==> src/design/hs_switch_pkg.sv <==
// Constants, register map and types of the high-side switch controller.
// Assumes a single 10 MHz system clock and an Avalon-MM register bus.
//
// Contract
// - Each output driven by software, timer or PWM.
// - Configuration writable only in Normal mode.
// - Restart or Fail-Safe forces all outputs off.
// - Supply over-voltage switches outputs off, unless disabled.
// - Supply under-voltage switches outputs off, unless disabled.
// - Without recovery, supply fault clears output configuration.
// - Supply faults set only their own flags.
// - Over-current longer than 16 us switches output off.
// - Over-current sets flag, resets configuration to 000.
// - Open-load for 64 us sets flag, output stays.
// - Open-load flags stay until software clears them.
// - Protection stays active in Stop and Sleep.
// - Two PWM generators with 8-bit duty.
// - Each generator runs at 200 Hz or 400 Hz.
// - PWM starts as soon as output is assigned.
// - Outputs assignable to timers or PWM, sharing allowed.
// - Tiny duty values may give no visible pulse.

package hs_switch_pkg;

   // ----------------------------------------------------------------
   // Timing
   // ----------------------------------------------------------------
   localparam int CLK_NS = 100;
   localparam int OC_FILTER_NS = 16000;
   localparam int OL_FILTER_NS = 64000;
   localparam int OC_CYCLES = (OC_FILTER_NS + CLK_NS - 1) / CLK_NS;
   localparam int OL_CYCLES = (OL_FILTER_NS + CLK_NS - 1) / CLK_NS;
   localparam int PWM_STEPS = 256;
   localparam int PWM_PERIOD_LO_NS = 5000000;
   localparam int PWM_PERIOD_HI_NS = 2500000;
   localparam int PWM_STEP_LO = PWM_PERIOD_LO_NS / (PWM_STEPS * CLK_NS);
   localparam int PWM_STEP_HI = PWM_PERIOD_HI_NS / (PWM_STEPS * CLK_NS);

   // ----------------------------------------------------------------
   // Register map (byte addresses) and fields
   // ----------------------------------------------------------------
   localparam int ADDR_W = 6;
   localparam logic [5:0] REG_CFG_A = 6'h00;
   localparam logic [5:0] REG_CFG_B = 6'h04;
   localparam logic [5:0] REG_DUTY1 = 6'h08;
   localparam logic [5:0] REG_DUTY2 = 6'h0c;
   localparam logic [5:0] REG_FREQ = 6'h10;
   localparam logic [5:0] REG_SUP_CTRL = 6'h14;
   localparam logic [5:0] REG_OC_STAT = 6'h18;
   localparam logic [5:0] REG_OL_STAT = 6'h1c;
   localparam logic [5:0] REG_SUP_STAT = 6'h20;
   localparam int CFG_LO_LSB = 0;
   localparam int CFG_HI_LSB = 4;
   localparam int OV_DIS_BIT = 0;
   localparam int UV_DIS_BIT = 1;
   localparam int REC_BIT = 2;
   localparam int OV_FLAG_BIT = 0;
   localparam int UV_FLAG_BIT = 1;
   localparam int OUT_STAT_LSB = 4;

   // ----------------------------------------------------------------
   // Output sources and chip modes
   // ----------------------------------------------------------------
   localparam logic [2:0] CFG_OFF = 3'h0;
   localparam logic [2:0] CFG_ON = 3'h1;
   localparam logic [2:0] CFG_TMR1 = 3'h2;
   localparam logic [2:0] CFG_TMR2 = 3'h3;
   localparam logic [2:0] CFG_PWM1 = 3'h4;
   localparam logic [2:0] CFG_PWM2 = 3'h5;

   typedef enum logic [2:0] {
      MODE_NORMAL = 3'b000,
      MODE_STOP = 3'b001,
      MODE_SLEEP = 3'b010,
      MODE_RESTART = 3'b011,
      MODE_FAILSAFE = 3'b100
   } mode_t;

endpackage

==> src/design/fault_filter.sv <==
// Filter that reports a condition held for a given number of cycles.
// Assumes the condition input is already synchronous to i_clk_sys.
`timescale 1ns/1ps
module fault_filter #(
   parameter int CYCLES = 160
) (
   // Clock and reset
   input wire logic i_clk_sys,
   input wire logic i_resetn,
   // Condition and result
   input wire logic i_cond,
   output logic o_hit
);
   localparam int W = $clog2(CYCLES + 1);

   typedef struct packed {
      logic [W-1:0] cnt;
   } filt_t;

   filt_t s_ff;
   filt_t nxt_s;

   // The count holds at its limit so the hit repeats while the condition lasts.
   assign o_hit = i_cond && (s_ff.cnt == W'(CYCLES - 1));

   always_comb begin
      nxt_s = s_ff;
      if (!i_cond) begin
         nxt_s.cnt = '0;
      end else if (!o_hit) begin
         nxt_s.cnt = s_ff.cnt + W'(1);
      end
   end

   always_ff @(posedge i_clk_sys or negedge i_resetn) begin
      if (!i_resetn) begin
         s_ff <= '0;
      end else begin
         s_ff <= nxt_s;
      end
   end
endmodule

==> src/design/pwm_gen.sv <==
// Free-running 8-bit PWM generator with two selectable frequencies.
// Assumes duty and frequency inputs come from registers on i_clk_sys.
`timescale 1ns/1ps
module pwm_gen #(
   parameter int STEP_LO = 195,
   parameter int STEP_HI = 97
) (
   // Clock and reset
   input wire logic i_clk_sys,
   input wire logic i_resetn,
   // Settings
   input wire logic i_freq_hi,
   input wire logic [7:0] i_duty,
   // PWM level
   output logic o_on
);
   typedef struct packed {
      logic [7:0] pre;
      logic [7:0] phase;
      logic on;
   } pwm_t;

   pwm_t s_ff;
   pwm_t nxt_s;
   logic [7:0] lim;

   assign o_on = s_ff.on;

   always_comb begin
      nxt_s = s_ff;
      lim = i_freq_hi ? 8'(STEP_HI - 1) : 8'(STEP_LO - 1);
      // A compare with >= keeps the prescaler sane after a frequency change.
      if (s_ff.pre >= lim) begin
         nxt_s.pre = 8'h00;
         nxt_s.phase = s_ff.phase + 8'h01;
      end else begin
         nxt_s.pre = s_ff.pre + 8'h01;
      end
      // No minimum width is enforced; the switch itself swallows tiny pulses.
      nxt_s.on = s_ff.phase < i_duty;
   end

   always_ff @(posedge i_clk_sys or negedge i_resetn) begin
      if (!i_resetn) begin
         s_ff <= '0;
      end else begin
         s_ff <= nxt_s;
      end
   end
endmodule

==> src/design/hs_switch_ctrl.sv <==
// Top of the high-side switch controller: registers, source selection,
// supply and load protection for four outputs.
// Assumes analog comparator outputs arrive asynchronously, while mode and
// timer levels come from logic on i_clk_sys.
//
// Implementation choices: register access over Avalon-MM and the placing of the registers.
`timescale 1ns/1ps
module hs_switch_ctrl #(
   parameter int N_OUT = 4
) (
   // Clock and reset
   input wire logic i_clk_sys,
   input wire logic i_resetn,
   // Avalon-MM slave
   input wire logic [hs_switch_pkg::ADDR_W-1:0] i_avs_address,
   input wire logic i_avs_read,
   input wire logic i_avs_write,
   input wire logic [31:0] i_avs_writedata,
   input wire logic [3:0] i_avs_byteenable,
   output logic [31:0] o_avs_readdata,
   output logic o_avs_waitrequest,
   // Chip mode and timers
   input wire hs_switch_pkg::mode_t i_mode,
   input wire logic i_timer1,
   input wire logic i_timer2,
   // Analog comparators
   input wire logic i_supply_ov,
   input wire logic i_supply_uv,
   input wire logic [N_OUT-1:0] i_overcurrent,
   input wire logic [N_OUT-1:0] i_undercurrent,
   // Switch drive
   output logic [N_OUT-1:0] o_switch_output
);
   import hs_switch_pkg::*;

   // ----------------------------------------------------------------
   // State
   // ----------------------------------------------------------------
   typedef struct packed {
      logic [N_OUT-1:0][2:0] cfg;
      logic [7:0] duty1;
      logic [7:0] duty2;
      logic [1:0] freq;
      logic ov_dis;
      logic uv_dis;
      logic rec;
      logic [N_OUT-1:0] oc_flag;
      logic [N_OUT-1:0] ol_flag;
      logic ov_flag;
      logic uv_flag;
      logic [N_OUT-1:0] out;
      logic waitreq;
      logic [31:0] rdata;
      logic ov_m;
      logic ov_s;
      logic uv_m;
      logic uv_s;
      logic [N_OUT-1:0] oc_m;
      logic [N_OUT-1:0] oc_s;
      logic [N_OUT-1:0] ol_m;
      logic [N_OUT-1:0] ol_s;
      logic was_fail;
   } state_t;

   state_t s_ff;
   state_t nxt_s;

   function automatic logic [N_OUT-1:0] sticky(
      input logic [N_OUT-1:0] flag,
      input logic [N_OUT-1:0] clr,
      input logic [N_OUT-1:0] set
   );
      // A hardware set in the clearing cycle wins.
      return (flag & ~clr) | set;
   endfunction

   function automatic logic src_level(
      input logic [2:0] cfg,
      input logic t1,
      input logic t2,
      input logic p1,
      input logic p2
   );
      logic lvl;
      lvl = 1'b0;
      case (cfg)
         CFG_ON: lvl = 1'b1;
         CFG_TMR1: lvl = t1;
         CFG_TMR2: lvl = t2;
         CFG_PWM1: lvl = p1;
         CFG_PWM2: lvl = p2;
         default: lvl = 1'b0;
      endcase
      return lvl;
   endfunction

   // ----------------------------------------------------------------
   // PWM generators and fault filters
   // ----------------------------------------------------------------
   logic pwm1_on;
   logic pwm2_on;
   logic [N_OUT-1:0] oc_hit;
   logic [N_OUT-1:0] ol_hit;

   pwm_gen #(
      .STEP_LO(PWM_STEP_LO),
      .STEP_HI(PWM_STEP_HI)
   ) u_pwm1 (
      .i_clk_sys(i_clk_sys),
      .i_resetn(i_resetn),
      .i_freq_hi(s_ff.freq[0]),
      .i_duty(s_ff.duty1),
      .o_on(pwm1_on)
   );

   pwm_gen #(
      .STEP_LO(PWM_STEP_LO),
      .STEP_HI(PWM_STEP_HI)
   ) u_pwm2 (
      .i_clk_sys(i_clk_sys),
      .i_resetn(i_resetn),
      .i_freq_hi(s_ff.freq[1]),
      .i_duty(s_ff.duty2),
      .o_on(pwm2_on)
   );

   // Filters see only the driven state, so protection works in any mode.
   for (genvar g = 0; g < N_OUT; g++) begin : g_filt
      fault_filter #(
         .CYCLES(OC_CYCLES)
      ) u_oc (
         .i_clk_sys(i_clk_sys),
         .i_resetn(i_resetn),
         .i_cond(s_ff.out[g] && s_ff.oc_s[g]),
         .o_hit(oc_hit[g])
      );
      fault_filter #(
         .CYCLES(OL_CYCLES)
      ) u_ol (
         .i_clk_sys(i_clk_sys),
         .i_resetn(i_resetn),
         .i_cond(s_ff.out[g] && s_ff.ol_s[g]),
         .o_hit(ol_hit[g])
      );
   end

   // ----------------------------------------------------------------
   // Next state
   // ----------------------------------------------------------------
   logic req;
   logic acc;
   logic wr;
   logic normal;
   logic fail;
   logic ov_act;
   logic uv_act;
   logic [7:0] wd;
   logic [N_OUT-1:0] clr_oc;
   logic [N_OUT-1:0] clr_ol;
   logic [31:0] rd;

   always_comb begin
      nxt_s = s_ff;
      req = i_avs_read || i_avs_write;
      // A request is answered one cycle after it is seen.
      acc = req && !s_ff.waitreq;
      nxt_s.waitreq = !(req && s_ff.waitreq);
      wr = acc && i_avs_write && i_avs_byteenable[0];
      wd = i_avs_writedata[7:0];
      normal = (i_mode == MODE_NORMAL);
      fail = (i_mode == MODE_RESTART) || (i_mode == MODE_FAILSAFE);
      nxt_s.was_fail = fail;
      clr_oc = '0;
      clr_ol = '0;
      rd = 32'h0000_0000;

      nxt_s.ov_m = i_supply_ov;
      nxt_s.ov_s = s_ff.ov_m;
      nxt_s.uv_m = i_supply_uv;
      nxt_s.uv_s = s_ff.uv_m;
      nxt_s.oc_m = i_overcurrent;
      nxt_s.oc_s = s_ff.oc_m;
      nxt_s.ol_m = i_undercurrent;
      nxt_s.ol_s = s_ff.ol_m;

      ov_act = s_ff.ov_s && !s_ff.ov_dis;
      uv_act = s_ff.uv_s && !s_ff.uv_dis;

      // Configuration is frozen outside Normal mode; flags clear anytime.
      if (wr) begin
         case (i_avs_address)
            REG_CFG_A: begin
               if (normal) begin
                  nxt_s.cfg[0] = wd[CFG_LO_LSB +: 3];
                  nxt_s.cfg[1] = wd[CFG_HI_LSB +: 3];
               end
            end
            REG_CFG_B: begin
               if (normal) begin
                  nxt_s.cfg[2] = wd[CFG_LO_LSB +: 3];
                  nxt_s.cfg[3] = wd[CFG_HI_LSB +: 3];
               end
            end
            REG_DUTY1: begin
               if (normal) begin
                  nxt_s.duty1 = wd;
               end
            end
            REG_DUTY2: begin
               if (normal) begin
                  nxt_s.duty2 = wd;
               end
            end
            REG_FREQ: begin
               if (normal) begin
                  nxt_s.freq = wd[1:0];
               end
            end
            REG_SUP_CTRL: begin
               if (normal) begin
                  nxt_s.ov_dis = wd[OV_DIS_BIT];
                  nxt_s.uv_dis = wd[UV_DIS_BIT];
                  nxt_s.rec = wd[REC_BIT];
               end
            end
            REG_OC_STAT: clr_oc = wd[N_OUT-1:0];
            REG_OL_STAT: clr_ol = wd[N_OUT-1:0];
            REG_SUP_STAT: begin
               nxt_s.ov_flag = s_ff.ov_flag && !wd[OV_FLAG_BIT];
               nxt_s.uv_flag = s_ff.uv_flag && !wd[UV_FLAG_BIT];
            end
            default: ;
         endcase
      end

      // Supply faults only touch their own flags.
      if (s_ff.ov_s) begin
         nxt_s.ov_flag = 1'b1;
      end
      if (s_ff.uv_s) begin
         nxt_s.uv_flag = 1'b1;
      end
      nxt_s.oc_flag = sticky(s_ff.oc_flag, clr_oc, oc_hit);
      nxt_s.ol_flag = sticky(s_ff.ol_flag, clr_ol, ol_hit);

      for (int i = 0; i < N_OUT; i++) begin
         if (oc_hit[i]) begin
            nxt_s.cfg[i] = CFG_OFF;
         end
      end
      if ((ov_act || uv_act) && !s_ff.rec) begin
         nxt_s.cfg = '0;
      end
      if (fail && !s_ff.was_fail) begin
         nxt_s.cfg = '0;
      end

      // A newly assigned PWM source drives the very next cycle.
      for (int i = 0; i < N_OUT; i++) begin
         nxt_s.out[i] = src_level(s_ff.cfg[i], i_timer1, i_timer2,
                                  pwm1_on, pwm2_on)
                        && !fail && !ov_act && !uv_act
                        && !oc_hit[i];
      end

      case (i_avs_address)
         REG_CFG_A: begin
            rd[CFG_LO_LSB +: 3] = s_ff.cfg[0];
            rd[CFG_HI_LSB +: 3] = s_ff.cfg[1];
         end
         REG_CFG_B: begin
            rd[CFG_LO_LSB +: 3] = s_ff.cfg[2];
            rd[CFG_HI_LSB +: 3] = s_ff.cfg[3];
         end
         REG_DUTY1: rd[7:0] = s_ff.duty1;
         REG_DUTY2: rd[7:0] = s_ff.duty2;
         REG_FREQ: rd[1:0] = s_ff.freq;
         REG_SUP_CTRL: begin
            rd[OV_DIS_BIT] = s_ff.ov_dis;
            rd[UV_DIS_BIT] = s_ff.uv_dis;
            rd[REC_BIT] = s_ff.rec;
         end
         REG_OC_STAT: rd[N_OUT-1:0] = s_ff.oc_flag;
         REG_OL_STAT: rd[N_OUT-1:0] = s_ff.ol_flag;
         REG_SUP_STAT: begin
            rd[OV_FLAG_BIT] = s_ff.ov_flag;
            rd[UV_FLAG_BIT] = s_ff.uv_flag;
            rd[OUT_STAT_LSB +: N_OUT] = s_ff.out;
         end
         default: rd = 32'h0000_0000;
      endcase
      if (req && s_ff.waitreq && i_avs_read) begin
         nxt_s.rdata = rd;
      end
   end

   always_ff @(posedge i_clk_sys or negedge i_resetn) begin
      if (!i_resetn) begin
         s_ff <= '0;
         s_ff.waitreq <= 1'b1;
      end else begin
         s_ff <= nxt_s;
      end
   end

   assign o_avs_readdata = s_ff.rdata;
   assign o_avs_waitrequest = s_ff.waitreq;
   assign o_switch_output = s_ff.out;
endmodule

==> config.mk <==
export PLATFORM = sky130hd
export DESIGN_NAME = hs_switch_ctrl
export DESIGN_NICKNAME = d
export VERILOG_FILES = /design/src/design/hs_switch_pkg.sv /design/src/design/fault_filter.sv /design/src/design/pwm_gen.sv /design/src/design/hs_switch_ctrl.sv
export SDC_FILE = /design/constraint.sdc
export NUM_CORES = 1
export LEC_CHECK = 0
export CAP_MARGIN = 40
export CORE_UTILIZATION = 50
export DETAILED_ROUTE_END_ITERATION = 7
export DONT_BUFFER_PORTS = 1
export PLACE_DENSITY_LB_ADDON = 0.3
export SYNTH_ARGS = -nofsm -noshare
export SYNTH_HDL_FRONTEND = slang
export SYNTH_SLANG_ARGS = --single-unit
==> constraint.sdc <==
create_clock -name i_clk_sys -period 4.6 [get_ports i_clk_sys]
set_input_delay 0.46 -clock i_clk_sys [delete_from_list [all_inputs] [get_ports i_clk_sys]]
set_output_delay 0.46 -clock i_clk_sys [all_outputs]
set_load 0.02 [all_outputs]
# Yosys cells after proc, flatten, opt, wreduce, memory -nomap -nowiden
# Cells that the tools add are included.
# word_totals
mem_bits_rw,0
reg_bits,183
mem_bits_ro,0
output_inout_bits,37
latch_bits,0
mem_count,0
# op_classes
multipliers,0
div_mod_pow,0
eq_ne,46
n_shift,0
n_lt_le_gt_ge,4
n_bitwise,6
muxes,55
reduce_logical,89
addsub,12
# ops
op,n
$mux W8,16
$mux W10,8
$add A8 B1 Y8 const B,8
$reduce_bool A4 Y1,12
$logic_and A1 B1 Y1,43
$add A10 B1 Y10 const B,4
$eq A10 B10 Y1 const B,4
$mux W33,1
$eq A8 B8 Y1 const B,4
$eq A3 B2 Y1 const B,9
$eq A3 B3 Y1 const B,9
$eq A6 B5 Y1 const B,4
$mux W12,2
$reduce_and A3 Y1,8
$pmux W1 S5,4
$mux W3,6
$mux W6,3
$pmux W2 S9,1
$ge A8 B8 Y1,2
$lt A8 B8 Y1,2
$mux W4,4
$ne A2 B2 Y1 const B,8
$logic_not A1 Y1,15
$pmux W3 S5,1
other kinds (17),34

# Longest topological paths before layout
# logic_depth
ltp_word,8
mapped_depth,7
depth_no_buf,6

# Cells and area by module
# From an unflattened synthesis, not the netlist that was laid out.
# unflattened
hier_cells,883
area_unflattened_um2,9480.3
# modules_own_cells
module,area_each_um2,seq_area_each_um2,n_inst,cells_per_inst
hs_switch_ctrl,3742.3,1928.1,1,327
fault_filter at g_filt[0].u_ol ...,523.0,250.2,4,52
pwm_gen,994.7,425.4,2,92
fault_filter at g_filt[0].u_oc ...,414.1,200.2,4,41

# Worst setup path after synthesis
# Ideal clock, no wire load.
# synth_path
kind,register -> register
start,register u_pwm1.s_ff[14] in the netlist's numbering
end,register u_pwm1.s_ff[2] in the netlist's numbering
setup_slack_ps,2731
required_time_ps,4475
path_buffers,1
t_arrival_ps,1745
path_stages_with_launch,7
cell_sequence,dfrtp_1 ha_1 o211ai_1 a31oi_1 or2_2 buf_2 mux2_2
# synth_between
elab_chain_cells,1
# synth_rtl
item,line_no,rtl
from (decl),pwm_gen.sv:23,pwm_t s_ff;
from (signal assigned),pwm_gen.sv:47,s_ff <= nxt_s;
$ge A8 B8 Y1,pwm_gen.sv:33,if (s_ff.pre >= lim) begin
# Every way passes these cells.
# A chain may end at the register's enable or synchronous reset.

# Worst setup path in the final report
# layout_path
start,register s_ff[72] in the netlist's numbering
end,register u_pwm2.s_ff[2] in the netlist's numbering
# layout_between
elab_chain_cells,2
# layout_rtl
item,line_no,rtl
from (decl),hs_switch_ctrl.sv:65,state_t s_ff;
from (signal assigned),hs_switch_ctrl.sv:302,s_ff <= nxt_s;
$mux W8,pwm_gen.sv:31,lim = i_freq_hi ? 8'(STEP_HI - 1) : 8'(STEP_LO - 1);
$ge A8 B8 Y1,pwm_gen.sv:33,
to (signal assigned),pwm_gen.sv:47,
to (decl),pwm_gen.sv:23,
# Every way passes these cells.

==> impl_metrics.json <==
{
  "dpl_cell_area_sq_mm": 0.009178,
  "synthFlopType": "dfrtp_1",
  "dr.pass1.iters": 5,
  "drc": 0,
  "design.die.area_sq_mm": 0.01890,
  "status": "complete, but fails checks",
  "gp_congestion": 0.8072,
  "grt_usage_pct": 20.60,
  "cts.sinks": 183,
  "synth_cell_types": 62,
  "io_pins": 98,
  "avgSynthCellArea_sq_um": 10.47,
  "final_cell_area_sq_mm": 0.009772,
  "critical_path_arrival_ns": 2.47,
  "rsz0062_at_grt": "false",
  "area_growth_pct": 6.505,
  "cts_tree": "yes",
  "grt_start_max_net_pins": 184,
  "die_w_microns": 137.5,
  "wl_microns": 18130,
  "h-tree-depth": 4,
  "yosysMostFrequentCell": "dfrtp_1",
  "synthArstFlopShare_pct": 100.0,
  "drive_gt1_share_pct": 10.16,
  "ys_ff_latch": 183,
  "r2r_slack_ns": 2.45,
  "finalNetCount": 956,
  "antenna_found_initial": 0,
  "wl_per_cell_microns": 16.41,
  "synth-seq-area-share_pct": 49.92,
  "netlist_instances": 876,
  "finalPower_w": 0.003198,
  "relSlewSlack_pct": 53.21,
  "ant_nets": 0,
  "rows": 49,
  "end_kind": "flop",
  "final.setup_skew_ns": 0.01563,
  "cts_resized": 0,
  "synth_top_cells_by_count": "dfrtp_1, nor2_1, nand2_1",
  "rr_startpoint": "s_ff[72]",
  "synth_top_area_cell": "dfrtp_1",
  "fmax_ghz": 0.4650,
  "netlist.area_leader.share_pct": 49.64,
  "vias": 6195,
  "synth_area_leaders": "dfrtp_1, ha_1, xor2_1",
  "cts_buffer_depth": 2,
  "grt-ovfl-total": 0,
  "place.port_buffers": 0,
  "timing.final.hold_violations": 183,
  "whs_ns": -0.2815,
  "hpwlAfterDp_microns": 12800,
  "min_path_type": "in -> async",
  "nFillCells": 1574,
  "initial_utilization_pct": 51.08,
  "drt_iter0_drc": 354,
  "cp_max_fo": 10,
  "r2r_end": "u_pwm2.s_ff[2]",
  "dieHeight_microns": 137.5,
  "ff2ff_path_depth": 6,
  "setup_viol": 0,
  "cap_viol_max_count": 0,
  "core_area_sq_mm": 0.01796,
  "power_density_mw_per_mm2": 327.3,
  "period_share_pct": 46.76,
  "cellLeakagePower_nw": 4.323,
  "clock_latency_ns": 0.44,
  "cp.required_ns": 4.92,
  "antenna_cells": 0,
  "cts_buffers": 17,
  "cts_setup_buffers": 0,
  "vdd_ir_drop_max_mv": 0.2608,
  "crit_path_start_kind": "flop",
  "drv_slew": 0,
  "synth_edf_count": 0,
  "layout_min_cycle_time_ns": 2.151,
  "grt_pass1_vias": 5866,
  "violations": "hold timing",
  "critPathKind": "reg -> reg",
  "grt_pass1_wl_microns": 29770,
  "cts.clk_slew.worst_paths_ns": 0.07,
  "worstMarginPinSlew_ns": 0.6965,
  "vias_per_cell": 5.606,
  "clockRootBuffer": "clkbuf_16",
  "yosys_warnings": 0,
  "netlist_area_sq_mm": 0.009175,
  "final.setup.tns_ns": 0
}
## logic make-up (layout without fill, tap and decap cells)
kind of cell    after synthesis  count (layout)  synth area share, %
other cells                   1              24              0.04087
xor+xnor                     66              66                6.300
compound gates              127             127                8.469
flops                       183             183                49.93
fa+ha+maj                    32              32                4.364
mux                          53              53                6.518
buf+inv                      83              60                5.223
simple gates                331             331                19.16
## state kept, by name, indices dropped and copies added (netlist names)
| register | flops |
|---|---|
| s_ff | 54 |
| g_filt.u_oc.s_ff | 32 |
| u_pwm1.o_on | 1 |
| u_pwm2.o_on | 1 |
| g_filt.u_ol.s_ff | 40 |
| o_avs_readdata | 8 |
| u_pwm2.s_ff | 16 |
| u_pwm1.s_ff | 16 |
| o_switch_output | 4 |
| o_avs_waitrequest | 1 |
| nxt_s | 10 |
## metal layers
metal | track usage [%] | vias up | part of all wire [%]
met5 | 0 | - | 0
met1 | 27.61 | 3007 | 45
met2 | 31.88 | 139 | 47
li1 | - | 3030 | -
met3 | 5.629 | 19 | 6.6
met4 | 7.448 | 0 | 1.4
## metrics by stage
stage | utilization, % | setup WS (ns) | cells
finish | 54.40 | 2.449 | 1105
global placement | 51.05 | 2.440 | 1072
CTS | 54.40 | 2.423 | 1105
global route | 54.40 | 2.254 | 1105
detailed placement | 51.09 | 2.431 | 1073
floorplan | - | 2.731 | 899
## critical path, stage by stage, from the launching register on
cell and delay, ns:
dfrtp_1 0.44, inv_1 0.09, ha_1 0.28, nand2b_1 0.05, a41oi_1 0.47, or2_2 0.34, mux2_2 0.37
## worst max-delay path by stage
stage / depth (start not counted) / to / from / slack [ns]
2_1_floorplan: 6 / u_pwm1.s_ff[2] / u_pwm1.s_ff[14] / 2.73
3_3_place_gp: 4 / s_ff[94] / i_mode[2] / 2.44
3_5_place_dp: 6 / u_pwm1.s_ff[2] / s_ff[71] / 2.43
4_1_cts: 6 / u_pwm1.s_ff[2] / s_ff[71] / 2.42
5_1_grt: 6 / u_pwm1.s_ff[2] / s_ff[71] / 2.25
6_report: 6 / u_pwm2.s_ff[2] / s_ff[72] / 2.45
## placed cells by master (no fill, tap or decap), types with 5 or more instances in the layout
| master | netlist | final |
|---|---|---|
| nand2_1 | 51 | 51 |
| mux2i_1 | 26 | 26 |
| nor2_1 | 80 | 80 |
| inv_1 | 27 | 27 |
| and2_1 | 16 | 16 |
| nand3_1 | 38 | 38 |
| a21o_1 | 6 | 6 |
| xor2_1 | 36 | 36 |
| a31oi_1 | 15 | 15 |
| o21ai_0 | 49 | 49 |
| o211ai_1 | 8 | 8 |
| nand3b_1 | 7 | 7 |
| nor2_2 | 5 | 5 |
| dfrtp_1 | 182 | 182 |
| or2_2 | 7 | 7 |
| xnor2_1 | 30 | 30 |
| conb_1 | 1 | 24 |
| nand2b_1 | 9 | 9 |
| or3b_2 | 6 | 6 |
| nand4_1 | 20 | 20 |
| a21oi_1 | 21 | 21 |
| mux2_2 | 24 | 24 |
| ha_1 | 32 | 32 |
| nor3b_1 | 5 | 5 |
| and3_1 | 24 | 24 |
| clkbuf_16 | 0 | 17 |
| nor3_1 | 37 | 37 |
## cell type report
cell class | instances | area, sq um | share of cell area (%)
Inverter | 27 | 101.3 | 1.037
Tap cell | 229 | 286.5 | 2.932
Clock inverter | 14 | 165.2 | 1.690
Timing Repair Buffer | 1 | 7.507 | 0.07682
Sequential cell | 183 | 4581 | 46.88
Clock buffer | 18 | 429.2 | 4.392
Multi-Input combinational cell | 633 | 4202 | 43.00
## power breakdown
part	internal [W]	switching, W
combinational	0.0000193	0.0000443
sequential	0.00163	0.0000207
clock	0.000818	0.000667
(Power assumes the default switching activity.)
